## src/rtl/mic_cfg_map.svh

```systemverilog
// register map constants for the microphone front-end configuration bank
// assumes a paged 8-bit register space reached over a two-wire bus
`ifndef MIC_CFG_MAP_SVH
`define MIC_CFG_MAP_SVH

`define DEV_ADDR_DEF    7'h18
`define PAGE_CTRL_OFS   8'h00
`define CFG_PAGE        8'h01
`define RSVD_A_OFS      8'h2d
`define BIAS_OFS        8'h2e
`define POS_OFS         8'h30
`define NEG_OFS         8'h31
`define CMT_OFS         8'h32

`define BIAS_WMASK      8'h8b
`define POS_WMASK       8'hfc
`define NEG_WMASK       8'hf0
`define CMT_WMASK       8'he0
`define REG_RST         8'h00

`define PD_BIT          7
`define HS_FORCE_BIT    3
`define LP_TIE_BIT      7
`define RP_TIE_BIT      6
`define LM_TIE_BIT      5
`define GAIN_DONE_BIT   0
`define BIT_COUNT       4'd8

`endif

```

## src/rtl/mic_cfg_pkg.sv

```systemverilog
// types shared by the microphone configuration bank
// assumes nothing beyond a SystemVerilog-2012 compiler
`default_nettype none

package mic_cfg_pkg;

  typedef logic [7:0] byte_t;

  typedef enum logic [3:0] {
    ST_IDLE  = 4'h0,
    ST_ADDR  = 4'h1,
    ST_AACK  = 4'h2,
    ST_REG   = 4'h3,
    ST_RGACK = 4'h4,
    ST_WDATA = 4'h5,
    ST_WACK  = 4'h6,
    ST_RDATA = 4'h7,
    ST_RDACK = 4'h8
  } bus_state_t;

endpackage : mic_cfg_pkg

`default_nettype wire

```

## src/rtl/mic_input_bias_config_regs.sv

```systemverilog
// microphone bias, power-down and input routing register bank
// assumes a two-wire bus host on scl/sda and analog controls on the outputs
`default_nettype none
`include "mic_cfg_map.svh"

module mic_input_bias_config_regs
  import mic_cfg_pkg::*;
#(
  parameter logic [6:0] DEV_ADDR = `DEV_ADDR_DEF
) (
  input  wire logic       clk_sys,
  input  wire logic       rst_n,
  input  wire logic       scl,
  input  wire logic       sda_i,
  output logic            sda_o,
  output logic            sda_oe,
  input  wire logic       headset_det_en,
  input  wire logic       headset_present,
  input  wire logic       bypass_left_plus,
  input  wire logic       bypass_right_plus,
  input  wire logic       gain_settled,
  output logic            soft_power_down,
  output logic [1:0]      mic_bias_supply,
  output logic [1:0]      left_plus_route,
  output logic [1:0]      right_plus_route,
  output logic [1:0]      left_minus_p_route,
  output logic [1:0]      common_mode_route,
  output logic [1:0]      left_minus_m_route,
  output logic            left_plus_tie_cm,
  output logic            right_plus_tie_cm,
  output logic            left_minus_tie_cm
);

  logic       scl_f;
  logic       sda_f;
  logic       scl_prev_q;
  logic       sda_prev_q;
  bus_state_t st_q;
  logic [3:0] cnt_q;
  byte_t      sh_q;
  byte_t      rd_sh_q;
  byte_t      ptr_q;
  byte_t      page_q;
  byte_t      bias_q;
  byte_t      pos_q;
  byte_t      neg_q;
  byte_t      cmt_q;
  logic       rw_q;
  logic       nack_q;
  logic       oe_q;

  pin_sync3 u_scl_sync (
    .clk_sys (clk_sys),
    .rst_n   (rst_n),
    .din     (scl),
    .dout    (scl_f)
  );

  pin_sync3 u_sda_sync (
    .clk_sys (clk_sys),
    .rst_n   (rst_n),
    .din     (sda_i),
    .dout    (sda_f)
  );

  // bus edge and condition decode
  wire scl_rise  = scl_f & ~scl_prev_q;
  wire scl_fall  = ~scl_f & scl_prev_q;
  wire bus_start = ~sda_f & sda_prev_q & scl_f & scl_prev_q;
  wire bus_stop  = sda_f & ~sda_prev_q & scl_f & scl_prev_q;
  wire byte_done = scl_fall & (cnt_q == `BIT_COUNT);
  wire addr_hit  = (sh_q[7:1] == DEV_ADDR);

  // register decode
  wire page1   = (page_q == `CFG_PAGE);
  wire wr_stb  = (st_q == ST_WDATA) & byte_done;
  wire hit_pg  = (ptr_q == `PAGE_CTRL_OFS);
  wire hit_bia = page1 & (ptr_q == `BIAS_OFS);
  wire hit_pos = page1 & (ptr_q == `POS_OFS);
  wire hit_neg = page1 & (ptr_q == `NEG_OFS);
  wire hit_cmt = page1 & (ptr_q == `CMT_OFS);

  // live status folded into the read path, never stored
  wire byte_t cmt_rd = {cmt_q[7:1], gain_settled};

  // reserved slot and unmapped offsets read as zero
  wire byte_t rd_byte = hit_pg  ? page_q :
                        hit_bia ? bias_q :
                        hit_pos ? pos_q  :
                        hit_neg ? neg_q  :
                        hit_cmt ? cmt_rd : `REG_RST;

  // load of the next read byte
  wire rd_load = ((st_q == ST_AACK) & scl_fall & rw_q) |
                 ((st_q == ST_RDACK) & scl_fall & ~nack_q);

  // analog control decode
  wire [1:0] bias_field = bias_q[1:0];
  wire bias_allow = bias_q[`HS_FORCE_BIT] | ~headset_det_en | headset_present;
  wire [1:0] bias_sel_d = bias_allow ? bias_field : 2'b00;
  wire lp_used = (pos_q[7:6] != 2'b00) | bypass_left_plus;
  wire rp_used = (pos_q[5:4] != 2'b00) | bypass_right_plus;
  wire lm_used = (pos_q[3:2] != 2'b00) | (neg_q[5:4] != 2'b00);

  always_ff @(posedge clk_sys) begin
    if (!rst_n) begin
      scl_prev_q <= 1'b1;
      sda_prev_q <= 1'b1;
    end else begin
      scl_prev_q <= scl_f;
      sda_prev_q <= sda_f;
    end
  end

  // bus protocol engine
  always_ff @(posedge clk_sys) begin
    if (!rst_n) begin
      st_q    <= ST_IDLE;
      cnt_q   <= 4'h0;
      sh_q    <= 8'h00;
      rd_sh_q <= 8'h00;
      ptr_q   <= 8'h00;
      rw_q    <= 1'b0;
      nack_q  <= 1'b1;
      oe_q    <= 1'b0;
    end else if (bus_start) begin
      st_q  <= ST_ADDR;
      cnt_q <= 4'h0;
      oe_q  <= 1'b0;
    end else if (bus_stop) begin
      st_q <= ST_IDLE;
      oe_q <= 1'b0;
    end else if (scl_rise) begin
      if (st_q == ST_RDACK) begin
        nack_q <= sda_f;
      end else if (st_q inside {ST_ADDR, ST_REG, ST_WDATA, ST_RDATA}) begin
        sh_q  <= {sh_q[6:0], sda_f};
        cnt_q <= cnt_q + 4'h1;
      end
    end else if (scl_fall) begin
      unique case (st_q)
        ST_IDLE: begin
          oe_q <= 1'b0;
        end
        ST_ADDR: begin
          if (cnt_q == `BIT_COUNT) begin
            st_q <= addr_hit ? ST_AACK : ST_IDLE;
            oe_q <= addr_hit;
            rw_q <= sh_q[0];
          end
        end
        ST_AACK, ST_RDACK: begin
          cnt_q <= 4'h0;
          if (rd_load) begin
            st_q    <= ST_RDATA;
            rd_sh_q <= rd_byte;
            oe_q    <= ~rd_byte[7];
            ptr_q   <= ptr_q + 8'h01;
          end else begin
            st_q <= (st_q == ST_AACK) ? ST_REG : ST_IDLE;
            oe_q <= 1'b0;
          end
        end
        ST_REG: begin
          if (cnt_q == `BIT_COUNT) begin
            ptr_q <= sh_q;
            st_q  <= ST_RGACK;
            oe_q  <= 1'b1;
          end
        end
        ST_RGACK, ST_WACK: begin
          cnt_q <= 4'h0;
          st_q  <= ST_WDATA;
          oe_q  <= 1'b0;
        end
        ST_WDATA: begin
          if (cnt_q == `BIT_COUNT) begin
            ptr_q <= ptr_q + 8'h01;
            st_q  <= ST_WACK;
            oe_q  <= 1'b1;
          end
        end
        ST_RDATA: begin
          if (cnt_q == `BIT_COUNT) begin
            st_q <= ST_RDACK;
            oe_q <= 1'b0;
          end else begin
            rd_sh_q <= {rd_sh_q[6:0], 1'b0};
            oe_q    <= ~rd_sh_q[6];
          end
        end
        default: begin
          st_q <= ST_IDLE;
          oe_q <= 1'b0;
        end
      endcase
    end
  end

  // register file; offset 0x2d and unmapped offsets take no write
  always_ff @(posedge clk_sys) begin
    if (!rst_n) begin
      page_q <= `REG_RST;
      bias_q <= `REG_RST;
      pos_q  <= `REG_RST;
      neg_q  <= `REG_RST;
      cmt_q  <= `REG_RST;
    end else if (wr_stb) begin
      if (hit_pg) begin
        page_q <= sh_q;
      end
      if (hit_bia) begin
        bias_q <= sh_q & `BIAS_WMASK;
      end
      if (hit_pos) begin
        pos_q <= sh_q & `POS_WMASK;
      end
      if (hit_neg) begin
        neg_q <= sh_q & `NEG_WMASK;
      end
      if (hit_cmt) begin
        cmt_q <= sh_q & `CMT_WMASK;
      end
    end
  end

  // registered analog controls
  always_ff @(posedge clk_sys) begin
    if (!rst_n) begin
      mic_bias_supply   <= 2'b00;
      left_plus_tie_cm  <= 1'b0;
      right_plus_tie_cm <= 1'b0;
      left_minus_tie_cm <= 1'b0;
    end else begin
      mic_bias_supply   <= bias_sel_d;
      left_plus_tie_cm  <= cmt_q[`LP_TIE_BIT] & ~lp_used;
      right_plus_tie_cm <= cmt_q[`RP_TIE_BIT] & ~rp_used;
      left_minus_tie_cm <= cmt_q[`LM_TIE_BIT] & ~lm_used;
    end
  end

  assign sda_o              = 1'b0;
  assign sda_oe             = oe_q;
  assign soft_power_down    = bias_q[`PD_BIT];
  assign left_plus_route    = pos_q[7:6];
  assign right_plus_route   = pos_q[5:4];
  assign left_minus_p_route = pos_q[3:2];
  assign common_mode_route  = neg_q[7:6];
  assign left_minus_m_route = neg_q[5:4];
endmodule : mic_input_bias_config_regs

`default_nettype wire

```

## src/rtl/pin_sync3.sv

```systemverilog
// three-flop synchroniser with agreement filter for one pin
// assumes the pin is asynchronous to clk_sys and idles high
`default_nettype none

module pin_sync3 (
  input  wire logic clk_sys,
  input  wire logic rst_n,
  input  wire logic din,
  output logic      dout
);

  logic s1_q;
  logic s2_q;
  logic s3_q;

  // output follows only once second and third stage agree
  always_ff @(posedge clk_sys) begin
    if (!rst_n) begin
      s1_q <= 1'b1;
      s2_q <= 1'b1;
      s3_q <= 1'b1;
      dout <= 1'b1;
    end else begin
      s1_q <= din;
      s2_q <= s1_q;
      s3_q <= s2_q;
      if (s2_q == s3_q) begin
        dout <= s3_q;
      end
    end
  end

endmodule : pin_sync3

`default_nettype wire

```

## config.mk

```make
export PLATFORM = sky130hd
export DESIGN_NAME = mic_input_bias_config_regs
export DESIGN_NICKNAME = d
export VERILOG_FILES = /design/src/rtl/mic_cfg_pkg.sv /design/src/rtl/mic_input_bias_config_regs.sv /design/src/rtl/pin_sync3.sv
export VERILOG_INCLUDE_DIRS = /design/src /design/src/rtl
export SDC_FILE = /design/constraint.sdc
export NUM_CORES = 1
export LEC_CHECK = 0
export ABC_AREA = 0
export ABC_CLOCK_PERIOD_IN_PS = 2400
export BUFFER_PORTS_ARGS = -buffer_cell sky130_fd_sc_hd__buf_4
export CAP_MARGIN = 20
export CELL_PAD_IN_SITES_DETAIL_PLACEMENT = 2
export CELL_PAD_IN_SITES_GLOBAL_PLACEMENT = 2
export CORE_MARGIN = 8
export CORE_UTILIZATION = 35
export CTS_BUF_LIST = sky130_fd_sc_hd__clkbuf_4 sky130_fd_sc_hd__clkbuf_8
export CTS_CLUSTER_DIAMETER = 60
export DETAILED_ROUTE_END_ITERATION = 10
export PLACE_DENSITY_LB_ADDON = 0.1
export SYNTH_ARGS = -nofsm -noshare
export SYNTH_HDL_FRONTEND = slang
export SYNTH_HIERARCHICAL = 1
export SYNTH_SLANG_ARGS = --single-unit
```

## constraint.sdc

```tcl
create_clock -name clk_sys -period 2.4 [get_ports clk_sys]
set_clock_uncertainty 0.05 [all_clocks]
set_input_delay 0.12 -clock clk_sys [delete_from_list [all_inputs] [get_ports clk_sys]]
set_output_delay 0.12 -clock clk_sys [all_outputs]
set_load 0.005 [all_outputs]
```

==> reports/qor.csv, run 1 <==
stage;metric;value;unit
worst_setup_path;CP Capture Type;flip-flop;
floorplan;chip height;117;µm
worst_setup_path;FF-to-FF End;ptr_q[5];
worst_setup_path;slowest CP cell;or4_4;
sta;Final Cycle Share;0.944;
floorplan;die width;117;µm
logic_synthesis;sequential area share after synthesis;0.411;
detailed_routing;DR vias;3365;
power;Clk network pwr share;0.463;
sta;maximum clock rate;441;MHz
worst_setup_path;critical path's top delay family;simple AND/OR/NAND/NOR gates;
worst_hold_path;worst hold start;headset_det_en;
logic_synthesis;Yosys cell types;67;
worst_setup_path;CP Cell Sequence;inv_1, ha_1, nand3b_1, or4_4, o31a_1, and2_4, o221a_1;
layout;post-layout util;0.429;
placed_design;dpl hpwl;8.79;mm
worst_hold_path;Worst Hold Depth;4;
cts;root cell of the clock tree;clkbuf_8;
worst_setup_path;CP bufs+invs;1;
worst_hold_path;Worst Hold Class;in2reg;
sta;post-layout minimum cycle time;2270;ps
floorplan;IO Count;27;
layout;Area Growth Syn to Fin;21.1;%
logic_synthesis;flops & latches, synth;74;
layout;most frequent cells in the layout;dfxtp_1 (74), nand2_1 (61), buf_4 (52);
run_status;status;completed;
sta;RSZ-0062 raised after global routing;false;
cts;clk sinks;74;
detailed_routing;Remaining DRCs;0;
worst_setup_path;arrival time worst endpoint;2450;ps
sta;fin. max-slew vios;0;
logic_synthesis;Post-synth EDFFs;0;
global_route;initial antenna violation count;0;
global_route;GRT Total Usage;0.179;
global_route;largest net degree at the start of global routing;38;
sta;final hold slack;52.1;ps
sta;Fin. Hold Viols;0;
cts;worst skew pair latency;360;ps
logic_synthesis;Syn Std Cell Area;3600;µm²
worst_setup_path;CP Launch Type;flip-flop;
worst_setup_path;Crit Path Max Fanout;9;
worst_setup_path;R2R depth;7;
placed_design;GPL Wtd Cong;0.800;
cts;post-CTS setup repair buffer count;0;
power;leak pwr;1.51;nW
layout;Design Area, Final;4360;µm²
worst_setup_path;CP max stage delay;570;ps
placed_design;DP Area;4050;µm²
worst_setup_path;worst reg2reg path startpoint;cnt_q[0];
cts;Reg clk slew, reported paths;80;ps
power;pwr dens;552;nW/µm²
logic_synthesis;asr flop ratio synth;0;
power;sequential power share;0.512;
floorplan;Starting Density;0.354;
cts;clk buf depth;2;
worst_setup_path;worst reg2reg setup slack;130;ps
logic_synthesis;share of the synthesized area in the top cell type;0.411;
detailed_routing;Antenna Nets Post-Route;0;
worst_hold_path;Hold Crit Endpoint;mic_bias_supply[0];
cts;total CTS buffers;9;
logic_synthesis;Ys Warns;6;
sta;Slew HR;0.638;
layout;most common cell after layout, fill and taps aside;dfxtp_1;
layout;# nets final;485;
sta;setup_tns;0;ps
power;internal power;1.88;mW
flow_run;Max Cap Viol;0;
detailed_routing;drt first pass iters;4;
logic_synthesis;synthesized net count;436;
global_route;first-pass GRT wire length;19.9;mm
floorplan;Core Region;10200;µm²
logic_synthesis;Area contributors post-synth;dfxtp_1 (41%), nand2_1 (6.4%), a21oi_1 (5.4%);
logic_synthesis;Synth Flop Type;dfxtp_1;
floorplan;# rows;37;
detailed_routing;initial detailed-routing violation count;156;
cts;TritonCTS clock tree;done;
global_route;total global routing overflow;0;
global_route;vias in the first global route;3666;
detailed_routing;WL/cell;19.7;µm
detailed_routing;Post-Route WL;12.1;mm
power;sw frac;0.220;
cts;H-tree levels;3;
logic_synthesis;cell count after synthesis;421;
layout;Ant. Diodes;0;
power;Combinational Power Share;0.026;
power;total power;2.41;mW
worst_setup_path;CP Data Required Time;2590;ps
power;Peak VDD IR;0.256;mV
layout;fill cell count;1177;
sta;# setup viols final;0;
power;switching pwr;0.531;mW
logic_synthesis;syn avg cell area;8.56;µm²
sta;worst slew pin tran;539;ps
logic_synthesis;Synth area leader;dfxtp_1;
worst_setup_path;Setup CP Type;reg2reg;
placed_design;IO Port Bufs;25;
layout;fraction of layout cells with a size suffix above 1;0.200;
floorplan;die footprint;13800;µm²
detailed_routing;vias per std cell;5.51;
## power groups by stage
stage                     Clock, mW  Sequential (mW)  Combinational [mW]
after detailed placement          0             1.26              0.0511
after global routing           1.20             1.23              0.0675
after CTS                      1.15             1.23              0.0618
after floorplan                   0             1.26              0.0263
final                          1.12             1.23              0.0616
after global placement            0             1.26              0.0506
## synthesized netlist by cell type, drive strengths merged, types with 4 or more instances
| master | n |
|---|---|
| or4 | 5 |
| nor4 | 7 |
| o221a | 4 |
| nor3 | 11 |
| nand3 | 26 |
| buf | 9 |
| clkbuf | 13 |
| o21ai | 26 |
| and2 | 4 |
| and3b | 4 |
| nor2b | 4 |
| dfxtp | 74 |
| a21oi | 39 |
| a32o | 4 |
| a31oi | 4 |
| mux2i | 10 |
| inv | 8 |
| nand2 | 61 |
| nor2 | 31 |
| ha | 6 |
| nand2b | 18 |
## what timing repair did
action / in CTS / in global routing
hold buffers: 8 / 0
endpoints found under the hold margin: 12 / 0
gates resized for setup: 0 / 1
endpoints found under the setup margin: 0 / 2
## cells by family after synthesis
| group | share of synthesized area |
|---|---|
| buf+inv | 0.0420 |
| mux | 0.0278 |
| xor+xnor | 0.00972 |
| compound gates | 0.188 |
| other cells | 0.00104 |
| flops | 0.411 |
| simple gates | 0.299 |
| fa+ha+maj | 0.0208 |
## through the flow
stage                     std cells  setup WS, ps
final                           611           135
after global routing            611          25.2
after CTS                       611           110
after detailed placement        587           160
after global placement          587           209
after floorplan                 421           237
## flip-flops by register name, summed over array words and instances (netlist names), 2 cells and up
signal and count:
neg_q 4, sh_q 8, mic_bias_supply 2, cmt_q 3, pos_q 6, cnt_q 4, page_q 8, bias_q 4
ptr_q 8, st_q 4, rd_sh_q 7
## cell type report
cell class              count  area (µm²)  area share
multi-input cells         316        1990       0.455
flip-flops and latches     74        1480       0.339
repair buffers             60         470       0.108
well taps                 136         170      0.0390
clock buffers              11         145      0.0333
clock inverters             5        77.6      0.0178
inverters                   9        33.8     0.00774
## worst max-delay path by stage
stage                    from  endpoint  slack, ps  cells after the start
finish               cnt_q[0]  ptr_q[5]        130                      7
global route         cnt_q[0]  ptr_q[6]         30                      7
CTS                 page_q[3]  pos_q[7]        110                      5
detailed placement  page_q[3]  pos_q[7]        160                      5
global placement     cnt_q[0]  ptr_q[5]        210                      7
floorplan            cnt_q[0]  ptr_q[3]        240                      9
## worst reg2reg max path: cells and delay by family, from the launching register on
kind                       cells  cell delay (ps)
AOI/OAI and AO/OA              2              530
and+or+nand+nor                3              970
adders and majority gates      1              160
buffers and inverters          1               90
DFF                            1              340
## metal layers
layer  global-route usage  part of all wire  up-vias
met1                0.210              0.45     1701
met4               0.0721             0.018        0
met2                0.319              0.51       43
met5                    0                 0        -
met3               0.0269             0.024       14
li1                     -                 -     1607
(Power assumes the default switching activity.)
==> run 2, diff against run 1 <==
--- a/config.mk
+++ b/config.mk
@@ -8,7 +8,7 @@
 export LEC_CHECK = 0
 export ABC_AREA = 0
 export ABC_CLOCK_PERIOD_IN_PS = 2400
-export BUFFER_PORTS_ARGS = -buffer_cell sky130_fd_sc_hd__buf_4
+export BUFFER_PORTS_ARGS = -buffer_cell sky130_fd_sc_hd__clkbuf_2
 export CAP_MARGIN = 20
 export CELL_PAD_IN_SITES_DETAIL_PLACEMENT = 2
 export CELL_PAD_IN_SITES_GLOBAL_PLACEMENT = 2
==> reports/qor.csv, run 2 (synthesis results as in run 1) <==
stage;metric;value;unit;change
sta;worst slew pin tran;587;ps;+47.8 ps
worst_hold_path;worst hold start;rst_n;;
power;leak pwr;1.48;nW;-2.4%
sta;maximum clock rate;443;MHz;+0.46%
layout;most frequent cells in the layout;dfxtp_1 (74), nand2_1 (61), a21oi_1 (39);;
floorplan;IO Count;27;;unchanged
layout;Area Growth Syn to Fin;18.6;%;
sta;final hold slack;33.9;ps;-18.2 ps
power;Peak VDD IR;0.236;mV;-7.6%
floorplan;Core Region;10200;µm²;unchanged
sta;post-layout minimum cycle time;2250;ps;-10.3 ps
layout;# nets final;481;;-0.82%
sta;Slew HR;0.606;;-0.0321
floorplan;die width;117;µm;unchanged
cts;H-tree levels;3;;unchanged
global_route;vias in the first global route;3551;;-3.1%
worst_setup_path;CP Cell Sequence;or4_1, nor4_4, nand3_2, nand3_1, o21ai_2;;
cts;root cell of the clock tree;clkbuf_8;;
cts;CTS resizes;0;;unchanged
flow_run;Max Cap Viol;0;;unchanged
detailed_routing;Antenna Nets Post-Route;0;;unchanged
worst_setup_path;worst setup path start;page_q[3];;
cts;worst skew pair latency;370;ps;about the same
layout;Ant. Diodes;0;;unchanged
sta;RSZ-0062 raised after global routing;false;;
placed_design;DP Area;3980;µm²;-1.7%
detailed_routing;DR vias;3325;;-1.2%
worst_setup_path;CP Capture Type;flip-flop;;
power;pwr dens;586;nW/µm²;+6.0%
floorplan;# rows;37;;unchanged
worst_setup_path;Crit Path Max Fanout;12;;+3
layout;fraction of layout cells with a size suffix above 1;0.200;;-0.000425
global_route;first-pass GRT wire length;19.5;mm;-2.2%
detailed_routing;Post-Route WL;12.0;mm;-0.28%
cts;clk sinks;74;;unchanged
detailed_routing;Remaining DRCs;0;;unchanged
worst_setup_path;CP Data Required Time;2600;ps;about the same
worst_setup_path;cell count along the critical path;5;;-2
sta;# setup viols final;0;;unchanged
worst_setup_path;Setup CP Type;reg2reg;;
sta;Final Cycle Share;0.940;;-0.00431
detailed_routing;initial detailed-routing violation count;131;;-16%
cts;total CTS buffers;9;;unchanged
global_route;total global routing overflow;0;;unchanged
worst_setup_path;worst reg2reg path startpoint;page_q[3];;
worst_setup_path;R2R depth;5;;-2
worst_setup_path;CP Launch Type;flip-flop;;
run_status;status;completed;;
floorplan;Starting Density;0.354;;unchanged
layout;Top Registers;page_q (8), ptr_q (8), sh_q (8);;
placed_design;GPL Wtd Cong;0.788;;-1.5%
cts;clk buf depth;2;;unchanged
detailed_routing;drt first pass iters;4;;unchanged
sta;Fin. Hold Viols;0;;unchanged
worst_setup_path;slowest CP cell;or4_1;;
placed_design;IO Port Bufs;25;;unchanged
floorplan;die footprint;13800;µm²;unchanged
placed_design;dpl hpwl;8.84;mm;+0.59%
worst_hold_path;Worst Hold Class;in2reg;;
detailed_routing;vias per std cell;5.48;;-0.54%
cts;TritonCTS clock tree;done;;
global_route;GRT Total Usage;0.176;;-0.00339
sta;setup_tns;0;ps;unchanged
layout;Design Area, Final;4280;µm²;-2.0%
global_route;largest net degree at the start of global routing;25;;-34%
worst_setup_path;arrival time worst endpoint;2460;ps;about the same
worst_setup_path;CP bufs+invs;0;;-1
floorplan;chip height;117;µm;unchanged
layout;most common cell after layout, fill and taps aside;dfxtp_1;;
worst_setup_path;CP max stage delay;630;ps;+60 ps
worst_hold_path;Worst Hold Depth;3;;-1
detailed_routing;WL/cell;19.8;µm;+0.38%
sta;fin. max-slew vios;0;;unchanged
cts;Reg clk slew, reported paths;90;ps;about the same
worst_setup_path;critical path's top delay family;simple AND/OR/NAND/NOR gates;;
global_route;initial antenna violation count;0;;unchanged
==> run 2: cell types whose count changed in the layout (fill, tap and decap cells not counted), sizes merged <==
cell	previous run	this run
clkinvlp	1	3
clkbuf	11	34
bufinv	2	3
dlygate4sd3	8	5
buf	52	26
clkinv	3	2
==> run 2: what timing repair did <==
action	in CTS	in global routing
buffers inserted	0	0
hold buffers	5	0
hold endpoints to repair	6	0
==> run 2: where the power goes <==
group | switching (mW) | total (mW) | leakage, nW | internal, mW
combinational | 0.0360 | 0.0562 | 0.768 | 0.0202
sequential | 0.00223 | 1.23 | 0.597 | 1.23
clock | 0.526 | 1.21 | 0.111 | 0.688
==> run 2: area by class of cell <==
| cell class | instances | area [µm²] |
|---|---|---|
| Timing Repair Buffer | 56 | 370 |
| Clock inverter | 7 | 118 |
| Inverter | 9 | 33.8 |
| Sequential cell | 74 | 1480 |
| Clock buffer | 9 | 124 |
| Multi-Input combinational cell | 316 | 1980 |
| Tap cell | 136 | 170 |
| Fill cell | 1159 | 5910 |
==> run 2: worst paths after layout <==
| kind | end | slack, ps |
|---|---|---|
| worst max-delay path | pos_q[2] | 150 |
| worst min-delay path | sh_q[2] | 30 |
| worst max register to register | pos_q[2] | 150 |
| worst min register to register | u_scl_sync/s2_q | 370 |
==> run 2: routing by layer <==
metal	wire length (µm)	up-vias	global-route usage
met3	436	11	0.0441
met1	5490	1669	0.216
met2	5920	41	0.297
met5	0	-	0
li1	-	1604	-
met4	177	0	0.0488
==> run 2: metrics by stage <==
stage | power (mW) | std cells | utilization | setup slack, ps
floorplan | 1.29 | 421 | - | 237
global placement | 1.31 | 586 | 0.391 | 206
detailed placement | 1.31 | 586 | 0.391 | 155
CTS | 2.53 | 607 | 0.420 | 133
global route | 2.60 | 607 | 0.420 | 28.6
finish | 2.50 | 607 | 0.420 | 145
==> run 2: worst min-delay path, cell delays in order <==
cell,delay [ps]
clkbuf_2,100
clkinv_1,130
a21oi_1,50
